[config.mk]
export PLATFORM = sky130hd
export DESIGN_NAME = adc_timing_and_result_control
export DESIGN_NICKNAME = d
export VERILOG_FILES = /design/src/adc_ctrl_pkg.sv /design/src/adc_timing_and_result_control.sv /design/src/adc_conv_clock_divider.sv
export SDC_FILE = /design/constraint.sdc
export NUM_CORES = 1
export LEC_CHECK = 0
export ABC_AREA = 1
export BUFFER_PORTS_ARGS = -buffer_cell sky130_fd_sc_hd__buf_2
export CELL_PAD_IN_SITES_DETAIL_PLACEMENT = 0
export CELL_PAD_IN_SITES_GLOBAL_PLACEMENT = 1
export CORE_ASPECT_RATIO = 0.9
export CORE_UTILIZATION = 41
export DETAILED_ROUTE_END_ITERATION = 8
export PLACE_DENSITY_LB_ADDON = 0.1
export SKIP_LAST_GASP = 1
export SYNTH_ARGS = -nofsm -noshare
export SYNTH_HDL_FRONTEND = slang
export SYNTH_SLANG_ARGS = --single-unit
[constraint.sdc]
create_clock -name i_clk -period 5.4 [get_ports i_clk]
set_clock_uncertainty 0.2 [all_clocks]
set_input_delay 1.08 -clock i_clk [delete_from_list [all_inputs] [get_ports i_clk]]
set_output_delay 1.08 -clock i_clk [all_outputs]
set_load 0.02 [all_outputs]
[src/adc_ctrl_pkg.sv]
// Constants, types and carriers for the converter timing and result control
// Assumes one system clock domain shared by the register port and the sequencer
package adc_ctrl_pkg;

    // ------------------------------------------------------------------
    // Register addresses
    // ------------------------------------------------------------------
    localparam logic [7:0] CTRL_ADDR       = 8'h93;
    localparam logic [7:0] TIMING_ADDR     = 8'h94;
    localparam logic [7:0] PIN_MASK_ADDR   = 8'h95;
    localparam logic [7:0] RESULT_LO_ADDR  = 8'h96;
    localparam logic [7:0] RESULT_HI_ADDR  = 8'h97;
    localparam logic [7:0] IRQ_STATUS_ADDR = 8'h98;
    localparam logic [7:0] IRQ_CLEAR_ADDR  = 8'h99;
    localparam logic [7:0] IRQ_ENABLE_ADDR = 8'h9A;

    // ------------------------------------------------------------------
    // Field positions
    // ------------------------------------------------------------------
    localparam int unsigned CTRL_ENABLE_BIT  = 7;
    localparam int unsigned CTRL_FLAG_BIT    = 6;
    localparam int unsigned CTRL_COMPARE_BIT = 5;
    localparam int unsigned CTRL_MUX_LSB     = 1;
    localparam int unsigned CTRL_GO_BIT      = 0;
    localparam int unsigned TIMING_DIV_LSB   = 5;
    localparam int unsigned TIMING_LEN_LSB   = 0;
    localparam int unsigned IRQ_DONE_BIT     = 0;
    localparam int unsigned IRQ_CMP_BIT      = 1;
    localparam int unsigned IRQ_BITS         = 2;

    // ------------------------------------------------------------------
    // Reset values and counts
    // ------------------------------------------------------------------
    localparam logic [7:0] REG_RESET_VALUE      = 8'h00;
    localparam logic [4:0] SAMPLE_MIN_PERIODS   = 5'h02;
    localparam logic [4:0] SAMPLE_MAX_PERIODS   = 5'h0F;
    localparam logic [3:0] CONV_STEP_PERIODS    = 4'hC;
    localparam logic [5:0] DIV_PERIODS [0:7]    = '{6'h02, 6'h04, 6'h06, 6'h08,
                                                    6'h0C, 6'h10, 6'h18, 6'h20};

    // ------------------------------------------------------------------
    // Types
    // ------------------------------------------------------------------
    typedef enum logic [1:0] {
        ST_IDLE,
        ST_SAMPLE,
        ST_CONVERT,
        ST_UPDATE
    } conv_state_e;

    typedef struct packed {
        logic       converter_enable;
        logic       conv_flag;
        logic       compare_mode_on;
        logic [2:0] input_mux_pick;
        logic       go;
    } ctrl_s;

    typedef struct packed {
        logic [2:0] conv_clock_divider_code;
        logic [3:0] sample_length_code;
    } timing_s;

    typedef struct packed {
        logic       enable;
        logic       sample;
        logic       bit_step;
        logic [2:0] input_mux_pick;
    } core_req_s;

endpackage : adc_ctrl_pkg

[src/adc_timing_and_result_control.sv]
// Timing, pin mask and result control for a 10-bit SAR converter
// Assumes the SAR core shares i_clk and holds its result valid in the update cycle
`timescale 1ns/1ps
`default_nettype none

module adc_timing_and_result_control (
    input  wire logic                     i_clk,
    input  wire logic                     i_rst,
    input  wire logic                     i_ce,
    input  wire logic [7:0]               i_addr,
    input  wire logic [7:0]               i_wdata,
    input  wire logic                     i_wr,
    input  wire logic                     i_rd,
    output logic      [7:0]               o_rdata,
    output logic                          o_irq,
    output logic      [7:0]               o_analog_pin_bits,
    output adc_ctrl_pkg::core_req_s       o_core,
    input  wire logic [9:0]               i_core_result
);

    // ------------------------------------------------------------------
    // State
    // ------------------------------------------------------------------
    typedef struct packed {
        adc_ctrl_pkg::ctrl_s                   ctrl;
        adc_ctrl_pkg::timing_s                 timing;
        logic [7:0]                            analog_pin_bits;
        logic [9:0]                            result_value;
        logic [adc_ctrl_pkg::IRQ_BITS-1:0]     irq_status;
        logic [adc_ctrl_pkg::IRQ_BITS-1:0]     irq_enable;
        adc_ctrl_pkg::conv_state_e             state;
        logic [3:0]                            period_cnt;
        logic [7:0]                            rdata;
        logic                                  irq;
        adc_ctrl_pkg::core_req_s               core;
    } ctrl_state_s;

    ctrl_state_s r_reg;
    ctrl_state_s r_next;

    logic       conv_tick;
    logic       div_run;
    logic [4:0] window_sum;
    logic [3:0] window_len;

    // ------------------------------------------------------------------
    // Converter clock
    // ------------------------------------------------------------------
    assign div_run = (r_reg.state == adc_ctrl_pkg::ST_SAMPLE) ||
                     (r_reg.state == adc_ctrl_pkg::ST_CONVERT);

    adc_conv_clock_divider u_divider (
        .i_clk      (i_clk),
        .i_rst      (i_rst),
        .i_ce       (i_ce),
        .i_run      (div_run),
        .i_div_code (r_reg.timing.conv_clock_divider_code),
        .o_tick     (conv_tick)
    );

    // ------------------------------------------------------------------
    // Sample window length
    // ------------------------------------------------------------------
    always_comb begin
        window_sum = 5'({1'b0, r_reg.timing.sample_length_code} + 5'h01);
        if (window_sum < adc_ctrl_pkg::SAMPLE_MIN_PERIODS) begin
            window_len = adc_ctrl_pkg::SAMPLE_MIN_PERIODS[3:0];
        end else if (window_sum > adc_ctrl_pkg::SAMPLE_MAX_PERIODS) begin
            window_len = adc_ctrl_pkg::SAMPLE_MAX_PERIODS[3:0];
        end else begin
            window_len = window_sum[3:0];
        end
    end

    // ------------------------------------------------------------------
    // Next state
    // ------------------------------------------------------------------
    always_comb begin
        logic evt_done;
        logic evt_cmp;
        logic hw_go_clear;
        logic load_result;
        logic sw_go_set;

        evt_done    = 1'b0;
        evt_cmp     = 1'b0;
        hw_go_clear = 1'b0;
        load_result = 1'b0;
        sw_go_set   = 1'b0;

        r_next               = r_reg;
        r_next.rdata         = 8'h00;
        r_next.core.bit_step = 1'b0;

        // Conversion sequencer
        unique case (r_reg.state)
            adc_ctrl_pkg::ST_IDLE: begin
                if (r_reg.ctrl.converter_enable && r_reg.ctrl.go) begin
                    r_next.state      = adc_ctrl_pkg::ST_SAMPLE;
                    r_next.period_cnt = 4'h0;
                end
            end
            adc_ctrl_pkg::ST_SAMPLE: begin
                if (conv_tick) begin
                    if (r_reg.period_cnt == 4'(window_len - 4'h1)) begin
                        r_next.state      = adc_ctrl_pkg::ST_CONVERT;
                        r_next.period_cnt = 4'h0;
                    end else begin
                        r_next.period_cnt = 4'(r_reg.period_cnt + 4'h1);
                    end
                end
            end
            adc_ctrl_pkg::ST_CONVERT: begin
                if (conv_tick) begin
                    r_next.core.bit_step = 1'b1;
                    if (r_reg.period_cnt == 4'(adc_ctrl_pkg::CONV_STEP_PERIODS - 4'h1)) begin
                        r_next.state      = adc_ctrl_pkg::ST_UPDATE;
                        r_next.period_cnt = 4'h0;
                    end else begin
                        r_next.period_cnt = 4'(r_reg.period_cnt + 4'h1);
                    end
                end
            end
            adc_ctrl_pkg::ST_UPDATE: begin
                if (r_reg.ctrl.compare_mode_on) begin
                    evt_cmp      = (i_core_result > r_reg.result_value);
                    r_next.state = adc_ctrl_pkg::ST_SAMPLE;
                end else begin
                    load_result  = 1'b1;
                    evt_done     = 1'b1;
                    hw_go_clear  = 1'b1;
                    r_next.state = adc_ctrl_pkg::ST_IDLE;
                end
            end
        endcase

        // Disable or software stop aborts the sequence
        if (!r_reg.ctrl.converter_enable ||
            (!r_reg.ctrl.go && r_reg.state != adc_ctrl_pkg::ST_UPDATE)) begin
            r_next.state         = adc_ctrl_pkg::ST_IDLE;
            r_next.period_cnt    = 4'h0;
            r_next.core.bit_step = 1'b0;
        end

        // Register reads
        if (i_rd) begin
            case (i_addr)
                adc_ctrl_pkg::CTRL_ADDR: begin
                    r_next.rdata = {r_reg.ctrl.converter_enable, r_reg.ctrl.conv_flag,
                                    r_reg.ctrl.compare_mode_on, 1'b0,
                                    r_reg.ctrl.input_mux_pick, r_reg.ctrl.go};
                end
                adc_ctrl_pkg::TIMING_ADDR: begin
                    r_next.rdata = {r_reg.timing.conv_clock_divider_code, 1'b0,
                                    r_reg.timing.sample_length_code};
                end
                adc_ctrl_pkg::PIN_MASK_ADDR: begin
                    r_next.rdata = r_reg.analog_pin_bits;
                end
                adc_ctrl_pkg::RESULT_LO_ADDR: begin
                    r_next.rdata = {6'h00, r_reg.result_value[1:0]};
                end
                adc_ctrl_pkg::RESULT_HI_ADDR: begin
                    r_next.rdata = r_reg.result_value[9:2];
                end
                adc_ctrl_pkg::IRQ_STATUS_ADDR: begin
                    r_next.rdata = {6'h00, r_reg.irq_status};
                end
                adc_ctrl_pkg::IRQ_ENABLE_ADDR: begin
                    r_next.rdata = {6'h00, r_reg.irq_enable};
                end
                default: begin
                    r_next.rdata = 8'h00;
                end
            endcase
        end

        // Register writes
        if (i_wr) begin
            case (i_addr)
                adc_ctrl_pkg::CTRL_ADDR: begin
                    r_next.ctrl.converter_enable = i_wdata[adc_ctrl_pkg::CTRL_ENABLE_BIT];
                    r_next.ctrl.conv_flag        = i_wdata[adc_ctrl_pkg::CTRL_FLAG_BIT];
                    r_next.ctrl.compare_mode_on  = i_wdata[adc_ctrl_pkg::CTRL_COMPARE_BIT];
                    r_next.ctrl.input_mux_pick   = i_wdata[adc_ctrl_pkg::CTRL_MUX_LSB +: 3];
                    r_next.ctrl.go               = i_wdata[adc_ctrl_pkg::CTRL_GO_BIT];
                    sw_go_set                    = i_wdata[adc_ctrl_pkg::CTRL_GO_BIT];
                end
                adc_ctrl_pkg::TIMING_ADDR: begin
                    r_next.timing.conv_clock_divider_code =
                        i_wdata[adc_ctrl_pkg::TIMING_DIV_LSB +: 3];
                    r_next.timing.sample_length_code =
                        i_wdata[adc_ctrl_pkg::TIMING_LEN_LSB +: 4];
                end
                adc_ctrl_pkg::PIN_MASK_ADDR: begin
                    r_next.analog_pin_bits = i_wdata;
                end
                adc_ctrl_pkg::RESULT_LO_ADDR: begin
                    r_next.result_value[1:0] = i_wdata[1:0];
                end
                adc_ctrl_pkg::RESULT_HI_ADDR: begin
                    r_next.result_value[9:2] = i_wdata;
                end
                adc_ctrl_pkg::IRQ_CLEAR_ADDR: begin
                    r_next.irq_status = r_reg.irq_status & ~i_wdata[adc_ctrl_pkg::IRQ_BITS-1:0];
                end
                adc_ctrl_pkg::IRQ_ENABLE_ADDR: begin
                    r_next.irq_enable = i_wdata[adc_ctrl_pkg::IRQ_BITS-1:0];
                end
                default: begin
                end
            endcase
        end

        // Hardware updates win over software clears
        if (load_result) begin
            r_next.result_value = i_core_result;
        end
        if (hw_go_clear && !sw_go_set) begin
            r_next.ctrl.go = 1'b0;
        end
        if (evt_done || evt_cmp) begin
            r_next.ctrl.conv_flag = 1'b1;
        end
        if (evt_done) begin
            r_next.irq_status[adc_ctrl_pkg::IRQ_DONE_BIT] = 1'b1;
        end
        if (evt_cmp) begin
            r_next.irq_status[adc_ctrl_pkg::IRQ_CMP_BIT] = 1'b1;
        end

        // Interrupt and core outputs
        r_next.irq                 = |(r_next.irq_status & r_next.irq_enable);
        r_next.core.enable         = r_next.ctrl.converter_enable;
        r_next.core.sample         = (r_next.state == adc_ctrl_pkg::ST_SAMPLE);
        r_next.core.input_mux_pick = r_next.ctrl.input_mux_pick;
    end

    // ------------------------------------------------------------------
    // Registers
    // ------------------------------------------------------------------
    always_ff @(posedge i_clk) begin
        if (i_rst) begin
            r_reg                 <= '0;
            r_reg.analog_pin_bits <= adc_ctrl_pkg::REG_RESET_VALUE;
            r_reg.state           <= adc_ctrl_pkg::ST_IDLE;
        end else if (i_ce) begin
            r_reg <= r_next;
        end
    end

    // ------------------------------------------------------------------
    // Outputs
    // ------------------------------------------------------------------
    assign o_rdata           = r_reg.rdata;
    assign o_irq             = r_reg.irq;
    assign o_analog_pin_bits = r_reg.analog_pin_bits;
    assign o_core            = r_reg.core;

endmodule : adc_timing_and_result_control

`default_nettype wire

[src/adc_conv_clock_divider.sv]
// Converter clock tick generator, one tick per converter clock period
// Assumes the sequencer holds i_run high only while it counts periods
`timescale 1ns/1ps
`default_nettype none

module adc_conv_clock_divider (
    input  wire logic       i_clk,
    input  wire logic       i_rst,
    input  wire logic       i_ce,
    input  wire logic       i_run,
    input  wire logic [2:0] i_div_code,
    output logic            o_tick
);

    typedef struct packed {
        logic [5:0] cnt;
        logic       tick;
    } div_state_s;

    div_state_s r_reg;
    div_state_s r_next;

    // ------------------------------------------------------------------
    // Period counter
    // ------------------------------------------------------------------
    always_comb begin
        r_next      = r_reg;
        r_next.tick = 1'b0;
        if (!i_run) begin
            r_next.cnt = 6'h00;
        end else begin
            if (r_reg.cnt == 6'(adc_ctrl_pkg::DIV_PERIODS[i_div_code] - 6'h01)) begin
                r_next.cnt = 6'h00;
            end else begin
                r_next.cnt = 6'(r_reg.cnt + 6'h01);
            end
            // Tick raised one count early, registered tick then lands on the period
            if (r_reg.cnt == 6'(adc_ctrl_pkg::DIV_PERIODS[i_div_code] - 6'h02)) begin
                r_next.tick = 1'b1;
            end
        end
    end

    always_ff @(posedge i_clk) begin
        if (i_rst) begin
            r_reg <= '0;
        end else if (i_ce) begin
            r_reg <= r_next;
        end
    end

    assign o_tick = r_reg.tick;

endmodule : adc_conv_clock_divider

`default_nettype wire

Word level (Yosys, flattened, before mapping). Memory sizes are Yosys's and may differ from the RTL's. Cells that the tools add are included.

Bitwise operators: 4. Mux-type cells: 43. Add/subtract/negate cells: 6. Equality and inequality tests: 20. Reduce and logical (&&, ||, !) cells: 27. Magnitude comparators: 4.

Operator list (count): $eq 8x8->1 const B (8); $pmux 8 s7 (1); $mux 6 (8); $mux 36 (1); $mux 8 (3); $reduce_and 3->1 (7); $mux 1 (16); $mux 4 (4); $mux 7 (2); $reduce_bool 2->1 (7); $eq 6x6->1 (2); $pmux 4 s3 (1); $gt 10x10->1 (1); $mux 10 (1); $mux 2 (5); $pmux 2 s4 (1); $add 6x1->6 const B (1); $ne 3x1->1 const B (2); $sub 6x1->6 const B (1); $sub 6x2->6 const B (1); $add 4x1->5 const B (1); $gt 5x4->1 const B (1); $lt 5x2->1 const B (1); $reduce_and 5->1 (1); 18 further kinds (27).

Bits of input ports: 31. Register bits after elaboration: 60. Bits in read-only memories: 48. Memories: 1.

Memories: (no name shown) (words 8, width 6, read ports 1, clocked after Yosys merged registers in 0, write ports 0, RTL line adc_conv_clock_divider.sv:32) `if (r_reg.cnt == 6'(adc_ctrl_pkg::DIV_PERIODS[i_div_code] - 6'h01)) begin`.

Longest topological paths before layout.
Depth after elaboration: 11. Gate-level depth with buffers: 19.

Modules after synthesis. From an unflattened synthesis, not the netlist that was laid out.

Cells, all modules: 590. Area, all modules: 3922.5 µm².

By module, submodules not included: adc_timing_and_result_control (instances 1, sequential area each 1061.0 µm², area each 3304.4 µm², cells an instance 486); adc_conv_clock_divider (instances 1, sequential area each 140.1 µm², area each 618.1 µm², cells an instance 104).

Least setup slack after synthesis. No wires, ideal clock.

Path kind: input to register. From: in i_core_result[1]. To: reg r_reg, in the netlist o_irq. Required time: 5130 ps. Arrival: 2380 ps. Path slack: 2750 ps. Stages: 13. Library setup time: 70 ps. Cell sequence: ha_1 inv_1 nor2_1 nor2_1 o21a_1 o21a_1 o21ai_0 nand3_1 nand2_1 nand4_1 nand2_1 a21oi_1 a21oi_1.

Cells in the longest elaborated chain, start to end: 6.

Ends and longest elaborated chain: start: declaration (RTL line adc_timing_and_result_control.sv:18) `input wire logic [9:0] i_core_result`; $gt 10x10->1 (RTL line adc_timing_and_result_control.sv:126) `evt_cmp = (i_core_result > r_reg.result_value);`; $mux 1 (RTL line adc_timing_and_result_control.sv:125) `if (r_reg.ctrl.compare_mode_on) begin`; $mux 1 (RTL line adc_timing_and_result_control.sv:96) `unique case (r_reg.state)`; $mux 1 (RTL line adc_timing_and_result_control.sv:228) `if (evt_cmp) begin`; $and 2x2->2 (RTL line adc_timing_and_result_control.sv:233) `r_next.irq = |(r_next.irq_status & r_next.irq_enable);`; $reduce_or 2->1 (RTL line adc_timing_and_result_control.sv:233); end signal: assignment (RTL line adc_timing_and_result_control.sv:248) `r_reg <= r_next;`; end: declaration (RTL line adc_timing_and_result_control.sv:38) `ctrl_state_s r_reg;`.

No other way between the ends. A chain may end at the register's enable or synchronous reset.

Final worst setup path.
From: reg r_reg[19] in the netlist's numbering. To: reg r_reg[32] in the netlist's numbering.

Cells in the longest elaborated chain, start to end: 4.

Ends and longest elaborated chain (RTL line): $eq 2x2->1 (*) (adc_timing_and_result_control.sv:96); $mux 1 (*) (adc_timing_and_result_control.sv:96); $reduce_bool 2->1 (no source line); $reduce_and 3->1 (no source line).

Mark *: on every way between the ends. The rest lies on a longest branch, timed or not.

==> out/qor.csv <==
stage;metric;value;unit
placed_design;place_congestion;0.843;
yosys;netlist_top_cells_count;nand2_1 (97), inv_1 (66), dfxtp_1 (60), a21oi_1 (58), nand3_1 (46);
run;max_cap_viol_count;0;
finish;drive_gt1_frac;0.169;
floorplanning;die_w;104;microns
placed_design;io_buffers;53;
worst_setup_path;critPathTopFamily;simple AND/OR/NAND/NOR gates;
yosys;yosysUniqueCellTypes;42;
timing;timing.final.ws_setup;2.09;ns
route;drt_pass1_iterations;5;
placed_design;dp.cells;681;
pwr;power_frac_seq;0.435;
timing;tightest_slew;0.969;ns
finish;seqCellArea;1200;sq um
timing;rsz0062_at_grt;no;
pwr;ir_worst_vdd;0.135;mV
worst_setup_path;path_cells;ha_1 -> inv_1 -> nor2_1 -> inv_1 -> nor2_1 -> a21oi_1 -> inv_2 -> o21ai_0 -> a31oi_1;
placed_design;pre_cts_slack;2.13;ns
global_route;grtUsageMet2;0.351;
pwr;power_density;242;nW/um^2
timing;final.setup.tns;0;ns
worst_setup_path;crit_slowest_cell;nor2_1;
worst_setup_path;crit_type;reg2reg;
route;wire_per_inst;14.9;microns
global_route;antenna_found_initial;0;
finish;fillers;962;
worst_setup_path;crit_path_max_incr_delay;0.73;ns
pwr;clock_power_share;0.496;
pwr;p_leak;1.72;nW
route;wl;10400;microns
yosys;synth-edff-count;0;
global_route;grt_overflow;0;
yosys;syn_area;3810;sq um
clock_network;cts_tree;done;
clock_network;postCtsSetupBuffers;0;
floorplanning;die_h;93.5;microns
global_route;gr-usage-met3;0.0537;
timing;hold_violations;0;
yosys;yosys.area.top_type;dfxtp_1;
worst_setup_path;r2r_slack;2.09;ns
floorplanning;core-area;9080;sq um
clock_network;cts_resized;0;
yosys;synth_cells;547;
yosys;synthArstFlopShare;0;
clock_network;clk_latency;0.34;ns
clock_network;hold_buffers;0;
global_route;grt.total_usage;0.227;
timing;finalSetupViolations;0;
yosys;ys_warn_count;0;
global_route;grt_pass1_wl;17200;microns
timing;max_slew_margin;0.352;
route;viasPerCell;5.24;
global_route;grt_pass1_vias;3407;
min_path;hp-class;reg2reg;
pwr;switching_share;0.244;
finish;fin_cells;697;
floorplanning;die-area;9690;sq um
yosys;synth_area_leaders;dfxtp_1 (31%), nand2_1 (9.5%), a21oi_1 (7.6%), ha_1 (7.2%), inv_1 (6.5%);
pwr;power_frac_comb;0.070;
route;antenna_left;0;
yosys;synth_fp_nets;600;
finish;area_growth;11.3;%
pwr;p_int;0.000778;W
clock_network;numCtsBuffers;9;
worst_setup_path;path_buf_inv;3;
finish;nNetsFinal;623;
timing;period_share;0.614;
clock_network;cts_root_buf;clkbuf_8;
placed_design;hpwl;7830;microns
yosys;synthFlopType;dfxtp_1;
global_route;top_usage_layer;met2;
clock_network;h-tree-depth;3;
worst_setup_path;cp-start-kind;register;
route;post-route-drc-count;0;
timing;drv_slew;0;
finish;largest_reg_flops;30;
floorplanning;io_pins;54;
finish;multi_input_area;2100;sq um
route;vias;3651;
global_route;globalRouteMet1Util;0.316;
floorplanning;initial_core_util;0.420;
yosys;ys_seq_area_frac;0.315;
finish;n_antenna_cell;0;
yosys;yosysMostFrequentCell;nand2_1;
timing;timing.hold.ws;0.261;ns
pwr;power.switching;0.000252;W
worst_setup_path;cp-end-kind;register;
status;status;completed;
worst_setup_path;crit_fanout;16;
timing;max_freq;302;MHz
timing;fin_crit;3.31;ns
route;drtIter0Drc;220;
clock_network;clock-sinks;60;
clock_network;path_clk_slew;0.08;ns
clock_network;clockBufferDepth;2;
yosys;yosys.area.top_type_share;0.315;
yosys;ys_ff_latch;60;
yosys;syn_area_per_cell;6.97;sq um
floorplanning;rows;33;
global_route;grt_start_max_net_pins;32;
pwr;p_total;0.00103;W
worst_setup_path;required;5.47;ns
worst_setup_path;cp_data_arrival_time;3.39;ns
tightest hold or removal path, cell delays in order, from the launching register on:
cell and delay [ns]:
dfxtp_1 0.31, nand2_1 0.06, a21oi_1 0.05
per-stage QoR:
| stage | area [sq um] | util |
|---|---|---|
| after floorplan | 3810 | - |
| after global placement | 4000 | 0.440 |
| after detailed placement | 4000 | 0.440 |
| after CTS | 4250 | 0.467 |
| after global routing | 4250 | 0.467 |
| final | 4250 | 0.467 |
power groups by stage:
stage / Clock (W) / Combinational (W) / Sequential [W]
floorplan: 0 / 0.0000408 / 0.000458
global route: 0.000540 / 0.0000800 / 0.000448
CTS: 0.000521 / 0.0000708 / 0.000447
finish: 0.000510 / 0.0000716 / 0.000447
global placement: 0 / 0.0000700 / 0.000458
detailed placement: 0 / 0.0000705 / 0.000458
path summary, 6_finish.rpt:
path | startpoint | to | cells past startpoint
setup / recovery | r_reg[19] | r_reg[32] | 9
hold reg to reg | o_core[3] | o_core[3] | 2
hold / removal | o_core[3] | o_core[3] | 2
setup reg to reg | r_reg[19] | r_reg[32] | 9
routing by layer:
metal | wire, microns | up-vias
met5 | 0 | -
met4 | 112 | 0
met3 | 597 | 10
met2 | 4280 | 120
met1 | 5410 | 1660
li1 | - | 1861
cell type report:
class                           count  area share
Clock buffer                        9      0.0292
Sequential cell                    60       0.283
Multi-Input combinational cell    373       0.494
Clock inverter                      7      0.0292
Tap cell                          122      0.0360
Inverter                           71      0.0628
Timing Repair Buffer               55      0.0660
layout by cell type, fill, tap and decap left out, types with 3 or more instances in the layout:
cell and n:
nor3_1 5, ha_1 22, nand2_2 6, dfxtp_1 60
inv_2 4, nor2_2 5, nand3_1 46, nand2_1 97
bufinv_16 3, nor2_1 25, nand4_1 6, a21oi_1 58
a21oi_2 3, inv_1 66, a221oi_1 4, nor4_1 3
xor2_1 9, buf_2 53, o21ai_0 41, nand3_2 3
clkbuf_8 9, a31oi_1 12, o22ai_1 5
kinds of logic (layout without fill, tap and decap cells):
group | count (synthesis) | after routing | share of synthesized area
flops | 60 | 60 | 0.315
fa+ha+maj | 22 | 22 | 0.0722
xor+xnor | 11 | 11 | 0.0253
buf+inv | 114 | 142 | 0.135
simple gates | 199 | 199 | 0.238
compound gates | 137 | 137 | 0.204
mux | 4 | 4 | 0.0112
Power figures use the tool's default switching activity.
